===== src/gpp_defs.svh =====
`ifndef GPP_DEFS_SVH
`define GPP_DEFS_SVH

// Port widths and the reset values of latches and direction bits.
`define GPP_PORT_WIDTH      8
`define GPP_LATCH_RESET     8'h00
`define GPP_DIR_RESET       8'h00
// Selection codes for the three port groups on the internal bus.
`define GPP_SEL_FIRST       2'h0
`define GPP_SEL_OPEN_DRAIN  2'h1
`define GPP_SEL_SERIAL      2'h2
// Bit positions of the I2C data and clock pins inside the serial shared group.
`define GPP_I2C_SDA_BIT     2
`define GPP_I2C_SCL_BIT     3
// Pins of the serial shared group with open-drain outputs (data/clock pairs).
`define GPP_SERIAL_OD_MASK  8'h3c

`endif


===== src/gpp_pkg.sv =====
package gpp_pkg;

  // Selects one of the three port groups.
  typedef logic [1:0] gpp_sel_t;

  // One CPU access on the internal register bus.
  typedef struct packed {
    logic       wr_en;
    logic       rd_en;
    logic       dir_acc;
    gpp_sel_t   sel;
    logic [7:0] wdata;
  } gpp_cpu_req_t;

  // Alternate function overrides for one port group.
  typedef struct packed {
    logic [7:0] en;
    logic [7:0] out;
    logic [7:0] oe;
  } gpp_alt_t;

endpackage : gpp_pkg


===== src/gpp_pin_cell.sv =====
`timescale 1ns/1ps
`include "gpp_defs.svh"

// One port group: latch, direction, alternate override and pin drive.
module gpp_pin_cell
  import gpp_pkg::*;
#(
  parameter int         WIDTH   = `GPP_PORT_WIDTH,
  parameter logic [7:0] OD_MASK = 8'h00
) (
  // Clock, reset, enable.
  input  wire logic             clk,
  input  wire logic             rst,
  input  wire logic             ce,
  // CPU side.
  input  wire logic             wr_latch,
  input  wire logic             wr_dir,
  input  wire logic [WIDTH-1:0] wdata,
  output logic      [WIDTH-1:0] latch,
  output logic      [WIDTH-1:0] dir,
  // Alternate functions.
  input  wire gpp_alt_t         alt,
  // Pin side; oe_n low means the pin is driven.
  input  wire logic [WIDTH-1:0] pin_in,
  output logic      [WIDTH-1:0] pin_out,
  output logic      [WIDTH-1:0] pin_oe_n,
  output logic      [WIDTH-1:0] rd_value
);

  // Only eight-pin groups are served, since the drive masks are eight bits wide.
  if (WIDTH != 8) begin : g_width_check
    $error("gpp_pin_cell supports only eight pins per group.");
  end

  // Latch and direction are separate words, so a latch write never touches the direction word.
  always_ff @(posedge clk) begin
    if (rst) begin
      latch <= `GPP_LATCH_RESET;
      dir   <= `GPP_DIR_RESET;
    end else if (ce) begin
      if (wr_latch) latch <= wdata;
      if (wr_dir)   dir   <= wdata;
    end
  end

  genvar i;
  generate
    for (i = 0; i < WIDTH; i++) begin : g_pin
      wire eff_val = alt.en[i] ? alt.out[i] : latch[i];
      wire eff_dir = alt.en[i] ? alt.oe[i]  : dir[i];
      // Open-drain pins only ever pull low; a high value releases the pin.
      wire drive   = OD_MASK[i] ? (eff_dir && !eff_val) : eff_dir;
      // Direction zero, or alternate oe zero when overridden, disables the driver with no pull; the pin floats.
      assign pin_oe_n[i] = !drive;
      // Push-pull drives the latch value, or the alternate value when overridden; open-drain only ever presents low.
      assign pin_out[i]  = OD_MASK[i] ? 1'b0 : eff_val;
      // Output pins read the latch, input pins read the pin.
      assign rd_value[i] = dir[i] ? latch[i] : pin_in[i];
    end
  endgenerate

  a_input_floats: assert property (@(posedge clk) disable iff (rst)
    (!alt.en[0] && !dir[0]) |-> pin_oe_n[0])
    else $error("Input pin is driven.");

endmodule : gpp_pin_cell


===== src/gpp_port.sv =====
`timescale 1ns/1ps
`include "gpp_defs.svh"

module gpp_port
  import gpp_pkg::*;
#(
  parameter int WIDTH = `GPP_PORT_WIDTH
) (
  // Clock, reset and clock enable.
  input  wire logic             CORE_CLK,
  input  wire logic             RST,
  input  wire logic             CE,
  // CPU register access.
  input  wire gpp_cpu_req_t     CPU_REQ,
  output logic      [WIDTH-1:0] CPU_RDATA,
  // Alternate functions for the first and serial groups.
  input  wire gpp_alt_t         ALT_FIRST,
  input  wire gpp_alt_t         ALT_SERIAL,
  input  wire logic             I2C_SELECT,
  // First port group pins.
  input  wire logic [WIDTH-1:0] FIRST_IN,
  output logic      [WIDTH-1:0] FIRST_OUT,
  output logic      [WIDTH-1:0] FIRST_OE_N,
  // Open-drain port group pins.
  input  wire logic [WIDTH-1:0] OD_IN,
  output logic      [WIDTH-1:0] OD_OUT,
  output logic      [WIDTH-1:0] OD_OE_N,
  // Serial shared port group pins.
  input  wire logic [WIDTH-1:0] SERIAL_IN,
  output logic      [WIDTH-1:0] SERIAL_OUT,
  output logic      [WIDTH-1:0] SERIAL_OE_N,
  // Input threshold select for the I2C pins.
  output logic                  SDA_SMBUS_LEVEL,
  output logic                  SCL_SMBUS_LEVEL
);

  // Only eight-pin groups are served: the masks and the reset words are eight bits wide.
  if (WIDTH != 8) begin : g_width_check
    $error("gpp_port supports only eight-pin groups.");
  end

  // Decoded strobes; a write reaches at most one latch or direction word, none for the unused selection code.
  // CE gates the strobes here and again in each cell, so a frozen enable never loads a word.
  wire wr_any    = CPU_REQ.wr_en && CE;
  wire hit_first = CPU_REQ.sel == `GPP_SEL_FIRST;
  wire hit_od    = CPU_REQ.sel == `GPP_SEL_OPEN_DRAIN;
  wire hit_ser   = CPU_REQ.sel == `GPP_SEL_SERIAL;
  wire wl_first  = wr_any && hit_first && !CPU_REQ.dir_acc;
  wire wd_first  = wr_any && hit_first &&  CPU_REQ.dir_acc;
  wire wl_od     = wr_any && hit_od    && !CPU_REQ.dir_acc;
  wire wd_od     = wr_any && hit_od    &&  CPU_REQ.dir_acc;
  wire wl_ser    = wr_any && hit_ser   && !CPU_REQ.dir_acc;
  wire wd_ser    = wr_any && hit_ser   &&  CPU_REQ.dir_acc;

  // No peripheral shares the open-drain group.
  gpp_alt_t alt_none;
  assign alt_none = '0;

  // Latch, direction and read value of each group, as the cells hold them.
  logic [WIDTH-1:0] lat_f, dir_f, rd_f;
  logic [WIDTH-1:0] lat_o, dir_o, rd_o;
  logic [WIDTH-1:0] lat_s, dir_s, rd_s;

  // First group: push-pull three-state outputs.
  gpp_pin_cell #(
    .WIDTH   (WIDTH),
    .OD_MASK (8'h00)
  ) u_first (
    .clk      (CORE_CLK),
    .rst      (RST),
    .ce       (CE),
    .wr_latch (wl_first),
    .wr_dir   (wd_first),
    .wdata    (CPU_REQ.wdata),
    .latch    (lat_f),
    .dir      (dir_f),
    .alt      (ALT_FIRST),
    .pin_in   (FIRST_IN),
    .pin_out  (FIRST_OUT),
    .pin_oe_n (FIRST_OE_N),
    .rd_value (rd_f)
  );

  // Open-drain group: every pin can only pull low.
  gpp_pin_cell #(
    .WIDTH   (WIDTH),
    .OD_MASK (8'hff)
  ) u_od (
    .clk      (CORE_CLK),
    .rst      (RST),
    .ce       (CE),
    .wr_latch (wl_od),
    .wr_dir   (wd_od),
    .wdata    (CPU_REQ.wdata),
    .latch    (lat_o),
    .dir      (dir_o),
    .alt      (alt_none),
    .pin_in   (OD_IN),
    .pin_out  (OD_OUT),
    .pin_oe_n (OD_OE_N),
    .rd_value (rd_o)
  );

  // Serial shared group: I2C and serial data/clock pins are open-drain.
  gpp_pin_cell #(
    .WIDTH   (WIDTH),
    .OD_MASK (`GPP_SERIAL_OD_MASK)
  ) u_ser (
    .clk      (CORE_CLK),
    .rst      (RST),
    .ce       (CE),
    .wr_latch (wl_ser),
    .wr_dir   (wd_ser),
    .wdata    (CPU_REQ.wdata),
    .latch    (lat_s),
    .dir      (dir_s),
    .alt      (ALT_SERIAL),
    .pin_in   (SERIAL_IN),
    .pin_out  (SERIAL_OUT),
    .pin_oe_n (SERIAL_OE_N),
    .rd_value (rd_s)
  );

  // Threshold selection follows the I2C enable directly.
  // The pins keep their open-drain drive either way; only the input stage changes.
  assign SDA_SMBUS_LEVEL = I2C_SELECT;
  assign SCL_SMBUS_LEVEL = I2C_SELECT;

  // Read mux; direction reads return the direction word itself.
  // A read of the unused selection code returns zero.
  wire [WIDTH-1:0] rd_port = hit_first ? rd_f : hit_od ? rd_o : hit_ser ? rd_s : '0;
  wire [WIDTH-1:0] rd_dir  = hit_first ? dir_f : hit_od ? dir_o : hit_ser ? dir_s : '0;
  wire [WIDTH-1:0] next_rdata = CPU_REQ.dir_acc ? rd_dir : rd_port;

  // Read data is registered, so it appears one cycle after rd_en.
  always_ff @(posedge CORE_CLK) begin
    if (RST) CPU_RDATA <= '0;
    else if (CE && CPU_REQ.rd_en) CPU_RDATA <= next_rdata;
  end

  // Rule checks on pin drive, reads and writes.
  a_od_never_high: assert property (@(posedge CORE_CLK) disable iff (RST)
    !OD_OE_N[7] |-> !OD_OUT[7])
    else $error("Open-drain pin drives high.");
  a_output_drives: assert property (@(posedge CORE_CLK) disable iff (RST)
    (dir_f[1] && !ALT_FIRST.en[1]) |-> (!FIRST_OE_N[1] && FIRST_OUT[1] == lat_f[1]))
    else $error("Output pin does not drive latch.");
  a_input_released: assert property (@(posedge CORE_CLK) disable iff (RST)
    (!dir_o[2]) |-> OD_OE_N[2])
    else $error("Input pin is driven.");
  a_read_latch: assert property (@(posedge CORE_CLK) disable iff (RST)
    (CE && CPU_REQ.rd_en && !CPU_REQ.dir_acc && hit_first && dir_f[0])
      |=> CPU_RDATA[0] == $past(lat_f[0]))
    else $error("Output pin read not from latch.");
  a_latch_only: assert property (@(posedge CORE_CLK) disable iff (RST)
    wl_first |=> (lat_f == $past(CPU_REQ.wdata) && dir_f == $past(dir_f)))
    else $error("Latch write changed direction.");
  a_dir_independent: assert property (@(posedge CORE_CLK) disable iff (RST)
    wd_od |=> (dir_o == $past(CPU_REQ.wdata) && lat_o == $past(lat_o)))
    else $error("Direction write wrong.");
  a_alt_override: assert property (@(posedge CORE_CLK) disable iff (RST)
    (ALT_FIRST.en[4] && ALT_FIRST.oe[4]) |-> (FIRST_OUT[4] == ALT_FIRST.out[4]))
    else $error("Alternate value not on pin.");
  a_smbus_level: assert property (@(posedge CORE_CLK) disable iff (RST)
    SDA_SMBUS_LEVEL == I2C_SELECT && SCL_SMBUS_LEVEL == I2C_SELECT)
    else $error("Threshold select wrong.");
  a_push_pull_high: assert property (@(posedge CORE_CLK) disable iff (RST)
    (dir_f[0] && !ALT_FIRST.en[0] && lat_f[0]) |-> (!FIRST_OE_N[0] && FIRST_OUT[0]))
    else $error("Push-pull high not driven.");

  // The open-drain group never presents a high level.
  a_od_out_low: assert property (@(posedge CORE_CLK) disable iff (RST)
    OD_OUT == '0)
    else $error("Open-drain group output not low.");

  // The open-drain pins of the serial group never present a high level.
  a_ser_od_low: assert property (@(posedge CORE_CLK) disable iff (RST)
    (SERIAL_OUT & `GPP_SERIAL_OD_MASK) == 8'h00)
    else $error("Serial open-drain pin presents high.");

  // A first group input pin stays released.
  a_first_tristate: assert property (@(posedge CORE_CLK) disable iff (RST)
    (!dir_f[3] && !ALT_FIRST.en[3]) |-> FIRST_OE_N[3])
    else $error("First group input pin driven.");

  // An open-drain output holding a one releases the line.
  a_ser_release: assert property (@(posedge CORE_CLK) disable iff (RST)
    (dir_s[2] && lat_s[2] && !ALT_SERIAL.en[2]) |-> SERIAL_OE_N[2])
    else $error("Open-drain pin not released for high.");

  // A latch write to an input pin leaves the pin undriven.
  a_latch_hidden: assert property (@(posedge CORE_CLK) disable iff (RST)
    (wl_first && !dir_f[6] && !ALT_FIRST.en[6]) |=> (FIRST_OE_N[6] || ALT_FIRST.en[6]))
    else $error("Latch write drove an input pin.");

  // A read of an input pin returns the level on the pin.
  a_input_read: assert property (@(posedge CORE_CLK) disable iff (RST)
    (CE && CPU_REQ.rd_en && !CPU_REQ.dir_acc && hit_first && !dir_f[7])
      |=> CPU_RDATA[7] == $past(FIRST_IN[7]))
    else $error("Input pin read not from pin.");

  // A direction read returns the direction word.
  a_dir_read: assert property (@(posedge CORE_CLK) disable iff (RST)
    (CE && CPU_REQ.rd_en && CPU_REQ.dir_acc && hit_od) |=> CPU_RDATA == $past(dir_o))
    else $error("Direction read wrong.");

  // Read data stands until the next accepted read.
  a_rd_hold: assert property (@(posedge CORE_CLK) disable iff (RST)
    !(CE && CPU_REQ.rd_en) |=> $stable(CPU_RDATA))
    else $error("Read data changed without a read.");

  // Main scenarios: writes, reads of both words and peripheral overrides.
  c_write_latch: cover property (@(posedge CORE_CLK) wl_first);
  c_read_port:   cover property (@(posedge CORE_CLK) CE && CPU_REQ.rd_en && hit_ser);
  c_alt_used:    cover property (@(posedge CORE_CLK) |ALT_SERIAL.en);
  c_dir_read:    cover property (@(posedge CORE_CLK) CE && CPU_REQ.rd_en && CPU_REQ.dir_acc);
  c_alt_first:   cover property (@(posedge CORE_CLK) |ALT_FIRST.en);

endmodule : gpp_port


===== config.mk =====
export PLATFORM = sky130hd
export DESIGN_NAME = gpp_port
export DESIGN_NICKNAME = d
export VERILOG_FILES = /design/src/gpp_pkg.sv /design/src/gpp_pin_cell.sv /design/src/gpp_port.sv
export VERILOG_INCLUDE_DIRS = /design/src
export SDC_FILE = /design/constraint.sdc
export NUM_CORES = 1
export LEC_CHECK = 0
export BUFFER_PORTS_ARGS = -buffer_cell sky130_fd_sc_hd__buf_2
export CORE_MARGIN = 2
export CORE_UTILIZATION = 30
export CTS_BUF_LIST = sky130_fd_sc_hd__clkbuf_8
export CTS_CLUSTER_DIAMETER = 120
export DETAILED_ROUTE_END_ITERATION = 16
export GPL_ROUTABILITY_DRIVEN = 0
export GPL_TIMING_DRIVEN = 0
export PLACE_DENSITY = 0.57
export SYNTH_ARGS = -nofsm -noshare
export SYNTH_HDL_FRONTEND = slang
export SYNTH_HIERARCHICAL = 1
export SYNTH_SLANG_ARGS = --single-unit
export TNS_END_PERCENT = 10

===== constraint.sdc =====
create_clock -name CORE_CLK -period 1.3 [get_ports CORE_CLK]
set_input_delay 0 -clock CORE_CLK [delete_from_list [all_inputs] [get_ports CORE_CLK]]
set_output_delay 0 -clock CORE_CLK [all_outputs]
set_load 0.005 [all_outputs]

Word level (Yosys, flattened, before mapping)
Index checks and enable logic that the tools add are counted.

Bits in registers: 56. Input port bits: 89. Output and inout port bits: 58. Word-level logic and storage cells: 139.

Equal/unequal tests: 2. Multiplexer cells: 63. Reduce and logical (&&, ||, !) cells: 67.

Operators by type and width (number): $mux W1 (56); $mux W8 (7); $logic_not A1 Y1 (37); $logic_and A1 B1 Y1 (23); $reduce_and A2 Y1 (6); $eq A2 B1 Y1 const B (1); $eq A2 B2 Y1 const B (1); $logic_not A2 Y1 (1).

Logic depth before layout (Yosys ltp)
Gate-level depths: netlist (run 1).

Depth in word-level cells: 5. Mapped depth: 7. Depth with buffers taken out: 5.

Cells and area by module
Netlist (run 1), hierarchy kept.

Modules (own cells, without submodules): gpp_pin_cell (u_first) (times used 1, cells each 95, area each 1041.0 um2, sequential area each 320.3 um2); gpp_pin_cell (u_od) (times used 1, cells each 104, area each 988.4 um2, sequential area each 320.3 um2); gpp_pin_cell (u_ser) (times used 1, cells each 98, area each 975.9 um2, sequential area each 320.3 um2); gpp_port (times used 1, cells each 86, area each 852.1 um2, sequential area each 160.2 um2).

Worst setup path after synthesis (run 1)
Ideal clock, no wire load.

Path kind: register -> register. Start point: register u_ser.dir[5]. End point: register CPU_RDATA[5]. Setup time: 0.069 ns. Data arrival time: 1.130 ns. Required time: 1.231 ns. Path slack: 0.101 ns. Stages on the path, launching flop included: 5. Clock period less this slack: 1.199 ns. Path through: dfxtp_1 > mux2_2 > mux2i_1 > mux4_2 > o21ai_1.

Cells in the longest elaborated chain, start to end: 5.

Ends and longest elaborated chain: start, declared (line gpp_pin_cell.sv:20) `output logic [WIDTH-1:0] dir,`; start signal, assigned (line gpp_pin_cell.sv:39) `` dir <= `GPP_DIR_RESET; ``; start signal, assigned (line gpp_pin_cell.sv:42) `if (wr_dir) dir <= wdata;`; $mux W1 (line gpp_pin_cell.sv:58) `assign rd_value[i] = dir[i] ? latch[i] : pin_in[i];`; via rd_s[5] (line gpp_port.sv:62) `logic [WIDTH-1:0] lat_s, dir_s, rd_s;`; $mux W8 (3 in series) (line gpp_port.sv:131) `wire [WIDTH-1:0] rd_port = hit_first ? rd_f : hit_od ? rd_o : hit_ser ? rd_s : '0;`; $mux W8 (line gpp_port.sv:133) `wire [WIDTH-1:0] next_rdata = CPU_REQ.dir_acc ? rd_dir : rd_port;`; end signal, assigned (line gpp_port.sv:138) `else if (CE && CPU_REQ.rd_en) CPU_RDATA <= next_rdata;`; end, declared (line gpp_port.sv:15) `output logic [WIDTH-1:0] CPU_RDATA,`.

The timed path passes the listed nets, and every way through them passes these cells. A chain may end at the register's enable or synchronous reset.

Worst setup path after layout (run 1)
Start point: register u_ser.dir[4]. End point: register CPU_RDATA[4].

The elaborated chain is that of the path after synthesis.

==> metrics.txt, run 1 <==
worst skew pair latency 0.32 ns; fmax 773.6 MHz; Area Growth Syn to Fin 37.14%; CTS buffer count 5; Synth Area in Adders 0%; Lkg Pwr 2.449 nW; Net Sw Frac 26.47%; maximum VDD drop 355.0 uV; design area 5290 sq um; total track usage 15.46%; most frequent cells in the layout 136 x buf_2, 80 x nand2b_1, 72 x mux2i_1; R2R depth 4; DRC 0; H-tree depth 2; pin count of the biggest net entering global routing 28; power share of the clock group 28.8%; critical path class flop to flop; fraction of layout cells with a size suffix above 1 49.48%; WP data required 1.51 ns; total of max-cap violations 0; Core Box Area 12570 sq um; post-synthesis instance area 3857 sq um; cell-internal power 2.608 mW; Worst path slowest cell dfxtp_2; final net count 670; Comb power frac 22.3%; Diodes inserted 0; antenna violations before repair 0; total grt overflow 0; Hold Path Class input pin to flop; Yosys reg bits 56; CTS clk-pin slew, worst paths 0.11 ns; commonest non-fill, non-tap cell in the layout buf_2; DR pass1 iterations 4; Inst Count DP 728; CP Data Arrival Time 1.50 ns; post-synthesis cell type count 25; global-route wire length before repair 17090 microns; vias in the first global route 3372; CP top delay family multiplexers; period utilisation layout 99.43%; complex-gate fraction of the synthesized area 4.152%; # fillers 1283; Worst path max stage delay 0.36 ns; Final Hold Viols 0; CTS tree done; Area after DPL 4887 sq um; WHS 0.007899 ns; clk sinks 56; Starting DRT DRC Count 106; DP HPWL 8439 microns; CP endpoint kind flop; Sequential Area 1179 sq um; sequential share of the synthesized area 29.06%; Final Core Density 42.09%; Hold Path Stages 3; status completed; Worst setup SP type flop; I/O Pins 147; main combinational cell family by area after synthesis multiplexers; clk buf depth 2; Wirelength per Cell 14.26 microns; unrepaired setup endpoints after global routing yes; multiplexer share of the synthesized area 34.90%; Psw 0.9391 mW; Stages on worst setup path 4; WP buf/inv 0; synth warn 6; vias 3272; Multi-input gate area 2592 sq um; effective utilization at floorplan 30.69%; Syn Inst Count 383; DP Worst Slack -0.1326 ns; post-route setup slack 0.007398 ns; Horiz. Die Dim 117.4 microns; Synth Area in XOR/XNOR 0%; input/output buffers 132; Via density 4.340; Slew Limit Fails 0; critical-path cell list mux2_4, mux2i_2, mux4_2, o21ai_1; Synth Area in Simple Gates 21.18%; Detail Route Antenna Nets 0; fin crit period 1.293 ns; Die Area 13780 sq um; DRT Wirelength 10750 microns; Die Y 117.4 microns; PwrDens 670.6 nW/um^2; final cell count without fillers 754; Critical Path Fanout Max 2; # rows 41; final setup fails 0; Seq pwr share 48.9%; Post-Syn Area per Cell 10.07 sq um; CTS root buf clkbuf_8; worst clock skew 0.007104 ns
## layer usage
layer | wire length, microns | track usage, % | up-vias | part of all wire (%)
li1 | - | - | 1653 | -
met1 | 4512 | 18.20 | 1514 | 42
met2 | 5587 | 29.02 | 98 | 52
met3 | 567 | 2.967 | 7 | 5.3
met4 | 82 | 3.163 | 0 | 0.76
met5 | 0 | 0 | - | 0
## timing repair
action | 4_1_cts | 5_1_grt
endpoints found under the hold margin | 13 | 0
hold buffers | 5 | 0
endpoints found under the setup margin | 8 | 12
setup buffers | 9 | 4
pin swaps | 0 | 4
gates resized for setup | 31 | 34
## final timing paths
path / endpoint / start / slack [ns]
worst min-delay path: u_first/dir[2] / CPU_REQ[2] / 0.008
worst max-delay path: CPU_RDATA[4] / u_ser/dir[4] / 0.007
worst min register to register: CPU_RDATA[7] / CPU_RDATA[7] / 0.48
worst max register to register: CPU_RDATA[4] / u_ser/dir[4] / 0.007
## area by class of cell
type	count	share of cell area [%]
multi-input cells	313	49.01
flip-flops and latches	56	22.28
repair buffers	150	15.35
plain buffers	41	6.599
well taps	172	4.068
clock buffers	6	1.561
inverters	14	0.9934
clock inverters	2	0.1419
## tightest hold or removal path, stage by stage
cell	delay, ns
buf_2	0.13
nand2b_1	0.10
mux2i_1	0.07
## power by group through the flow
stage / logic, mW / clock network (mW) / registers [mW]
CTS: 0.775 / 1.03 / 1.74
global route: 0.863 / 1.11 / 1.74
finish: 0.793 / 1.02 / 1.73
floorplan: 0.434 / 0 / 1.78
detailed placement: 0.742 / 0 / 1.79
global placement: 0.731 / 0 / 1.79
## through the flow
step | TNS, ns | power [mW]
2_1_floorplan | 0 | 2.218
3_3_place_gp | -0.7997 | 2.518
3_5_place_dp | -1.390 | 2.530
4_1_cts | -0.02054 | 3.546
5_1_grt | -0.1032 | 3.706
6_report | 0 | 3.548
## synth_stat cells
master    instances  area (sq um)
nor2_1            2         7.510
or2_2             1         6.260
buf_6             8         90.09
and2_4            3         26.28
o21ai_1           8         40.04
nand2_2           3         18.77
nand3b_1          9         67.56
o32a_1           12         120.1
nand2b_4          4         55.05
nand2b_2          4         35.03
nand2_1          16         60.06
and2_2            2         15.01
buf_2             4         20.02
buf_12            2         40.04
conb_1            3         11.26
mux2_2           36         405.4
buf_1             1         3.750
inv_1            14         52.55
mux2i_1          76         760.7
buf_4            26         195.2
nand2b_1         80         500.5
nor3_1            4         20.02
nand3_1           1         5.000
dfxtp_1          56          1121
mux4_2            8         180.2
## cell families after synthesis
logic type      Yosys count
simple gates            129
mux                     120
flops                    56
buf+inv                  55
compound gates           20
other cells               3
## sequential cells by signal, indices dropped and copies added (netlist names)
| signal | cells |
|---|---|
| u_od/dir | 8 |
| u_od/latch | 8 |
| CPU_RDATA | 8 |
| u_first/dir | 8 |
| u_ser/latch | 8 |
| u_ser/dir | 8 |
| u_first/latch | 8 |
Power figures use the tool's default switching activity.
==> run 2: changes to the inputs <==
- PLACE_DENSITY: 0.57 -> 0.56
- SYNTH_HIERARCHICAL: 1 -> not set
==> run 2 against run 1 <==
Effect of this change: the flow now finishes with violations (setup timing); flip-flop and latch count stayed put; critical endpoint is now CPU_RDATA[3]; worst setup slack worse by 0.11 ns; first-iteration DRC count is 70% higher; largest cell class unchanged; non-clock buffer count grew 6; sequential share of layout area increased by 4.4 points; clock skew fell by 0.00097 ns; combinational power fell by 11%; clock-buffer cell count stayed put.
==> metrics.txt, run 2 <==
status finished with violations; failing checks setup timing; post-route setup slack -0.1062 ns (-0.1136 ns); Horiz. Die Dim 107.1 microns (-8.7%); worst skew pair latency 0.31 ns (about the same); DRC 0 (unchanged); Yosys reg bits 56 (unchanged); commonest non-fill, non-tap cell in the layout buf_2; Detail Route Antenna Nets 0 (unchanged); CTS root buf clkbuf_8; fin crit period 1.406 ns (+0.1136 ns); worst-margin pin slew 0.6687 ns; most common cell in the netlist nand2_1; final cell count without fillers 691 (-8.4%); Inst Count DP 668 (-8.2%); Synth Flop Type dfxtp_1; CTS clk-pin slew, worst paths 0.10 ns (about the same); final net count 644 (-3.9%); fmax 711.1 MHz (-8.1%); Syn Inst Count 388 (+1.3%); total of max-cap violations 0 (unchanged); vias 3400 (+3.9%); final setup fails 8 (+8); vias in the first global route 3234 (-4.1%); Worst path max stage delay 0.38 ns (+0.02 ns); # rows 37 (-9.8%); Wirelength per Cell 15.79 microns (+11%); WP buf/inv 0 (unchanged); effective utilization at floorplan 30.92% (+0.23 points); DRT Wirelength 10910 microns (+1.5%); PwrDens 787.1 nW/um^2 (+17%); fraction of layout cells with a size suffix above 1 40.72% (-8.8 points); CP endpoint kind flop; Lkg Pwr 1.787 nW (-27%); antenna violations before repair 0 (unchanged); CP Data Arrival Time 1.61 ns (+0.11 ns); critical path class flop to flop; post-synthesis cell type count 26 (+4.0%); total grt overflow 0 (unchanged); Diodes inserted 0 (unchanged); R2R Path End CPU_RDATA[3]; input/output buffers 133 (+0.76%); Synth top cells by count 61 x nand2_1, 56 x dfxtp_1, 49 x a21oi_1, 48 x o21ai_0, 44 x mux2i_1; post-synthesis instance area 3192 sq um (-17%); Post-Syn Area per Cell 8.226 sq um (-18%); pin count of the biggest net entering global routing 17 (-39%); min-delay src I2C_SELECT; area share of the largest cell type after synthesis 35.12% (+6.1 points); Final Core Density 42.54% (+0.45 points); Die Area 11480 sq um (-17%); beginning of the worst register-to-register path u_ser.dir[3]; Slew headroom 55.42%; CP top delay family flip-flops; critical-path cell list mux2i_2, o22ai_2, or3_1, a32o_1; synth warn 0 (-6); EDFF count, synth 0 (unchanged); Area Growth Syn to Fin 37.59%; Synth async-reset ratio 0% (unchanged); setup total negative slack -0.5418 ns (-0.5418 ns); Worst path slowest cell dfxtp_4; Core Box Area 10320 sq um (-18%); Synth Area in Adders 0% (unchanged); clk sinks 56 (unchanged); complex-gate fraction of the synthesized area 22.42% (+18 points); Hold Path Class input pin to primary output; I/O Pins 147 (unchanged); main combinational cell family by area after synthesis compound AO/OA/AOI/OAI gates; Synth area leaders dfxtp_1 35%, mux2i_1 14%, a21oi_1 7.7%; unrepaired setup endpoints after global routing yes; worst clock skew 0.006136 ns (-0.0009676 ns); multiplexer share of the synthesized area 18.03% (-17 points); Synth Area in Simple Gates 13.64% (-7.5 points); Die Y 107.1 microns (-8.7%); CTS tree done; setup slack, reg-to-reg -0.11 ns (-0.11 ns); total track usage 18.41% (+2.9 points); sequential share of the synthesized area 35.12% (+6.1 points); H-tree depth 2 (unchanged); DP HPWL 8268 microns (-2.0%); hold path endpoint SCL_SMBUS_LEVEL; Synth Area in XOR/XNOR 0% (unchanged); Critical Path Fanout Max 2 (unchanged); most frequent cells in the layout 135 x buf_2, 61 x nand2_1, 49 x a21oi_1; maximum VDD drop 429.4 uV (+21%); Via density 4.920 (+13%); Hold Path Stages 2 (-1); largest area contributor in the netlist dfxtp_1; WP data required 1.51 ns (about the same); DR pass1 iterations 5 (+1); period utilisation layout 108.2% (+8.7 points); Final Hold Viols 0 (unchanged); R2R depth 4 (unchanged); Slew Limit Fails 0 (unchanged); CTS buffer count 5 (unchanged); global-route wire length before repair 16530 microns (-3.3%); Worst setup SP type flop; Starting DRT DRC Count 180 (+70%); clk buf depth 2 (unchanged)
run 2: cell types whose count changed in the layout (fill, tap and decap cells not counted), sizes merged, moves of 12 or more:
cell    before  now
o21ai        8   48
a21oi        0   49
mux2        36   12
mux2i       76   44
nor2         2   15
nand2       19   61
nand2b      88   10
clkbuf       6   20
conb        44   12
inv         16    4
run 2: through the flow:
stage | power (mW) | cell area (sq um) | worst slack, ns | hold WS, ns
floorplan | 2.143 | 3233 | 0.007945 | 0.05908
finish | 3.457 | 4392 | -0.1062 | 0.1670
detailed placement | 2.467 | 4069 | -0.2930 | 0.1681
global placement | 2.455 | 4069 | -0.2926 | 0.1682
global route | 3.584 | 4392 | -0.1406 | 0.1783
CTS | 3.458 | 4363 | -0.09458 | 0.1676
run 2: what timing repair did:
| item | in CTS | in global routing |
|---|---|---|
| setup buffers | 8 | 0 |
| endpoints found under the hold margin | 42 | 0 |
| resized for setup | 28 | 11 |
| pin swaps | 11 | 3 |
| hold buffers | 8 | 0 |
| setup endpoints to repair | 8 | 12 |
| gates cloned | 0 | 0 |
run 2: cell families (layout without fill, tap and decap cells):
| group | after synthesis | in the layout |
|---|---|---|
| DFF | 56 | 56 |
| buffers and inverters | 52 | 208 |
| AOI/OAI and AO/OA | 125 | 125 |
| and+or+nand+nor | 98 | 98 |
| muxes | 56 | 56 |
| other | 1 | 12 |
run 2: power breakdown:
part | switching (mW) | total [mW] | internal [mW]
logic | 0.346 | 0.702 | 0.356
clock network | 0.575 | 1.00 | 0.427
registers | 0.0240 | 1.75 | 1.73
run 2: final cells by class:
| cell class | count | area [sq um] |
|---|---|---|
| timing repair buffer | 149 | 809.5 |
| multi-input combinational | 291 | 1810 |
| sequential | 56 | 1170 |
| fill | 1087 | 5932 |
| buffer | 48 | 325.3 |
| clock buffer | 6 | 82.58 |
| tap | 136 | 170.2 |
| inverter | 4 | 15.01 |
| clock inverter | 1 | 8.758 |
run 2: worst max path at each step:
stage | from | end | slack, ns | cells past startpoint
after detailed placement | CPU_REQ[8] | CPU_RDATA[1] | -0.29 | 7
after global routing | u_ser.dir[3] | CPU_RDATA[3] | -0.14 | 4
after floorplan | u_ser.dir[3] | CPU_RDATA[3] | 0.008 | 4
final | u_ser.dir[3] | CPU_RDATA[3] | -0.11 | 4
after CTS | u_first.dir[1] | CPU_RDATA[1] | -0.09 | 4
after global placement | CPU_REQ[8] | CPU_RDATA[1] | -0.29 | 7
run 2: worst register-to-register path, cell delays in order, from the launching register on:
cell and delay [ns]:
dfxtp_4 0.38, mux2i_2 0.23, o22ai_2 0.12, or3_1 0.33, a32o_1 0.25
run 2: layer usage:
| metal | wire (microns) | part of all wire (%) | global-route usage [%] |
|---|---|---|---|
| met5 | 0 | 0 | 0 |
| met4 | 132 | 1.2 | 3.618 |
| met3 | 648 | 5.9 | 2.371 |
| met2 | 5362 | 49 | 31.83 |
| met1 | 4771 | 44 | 24.55 |
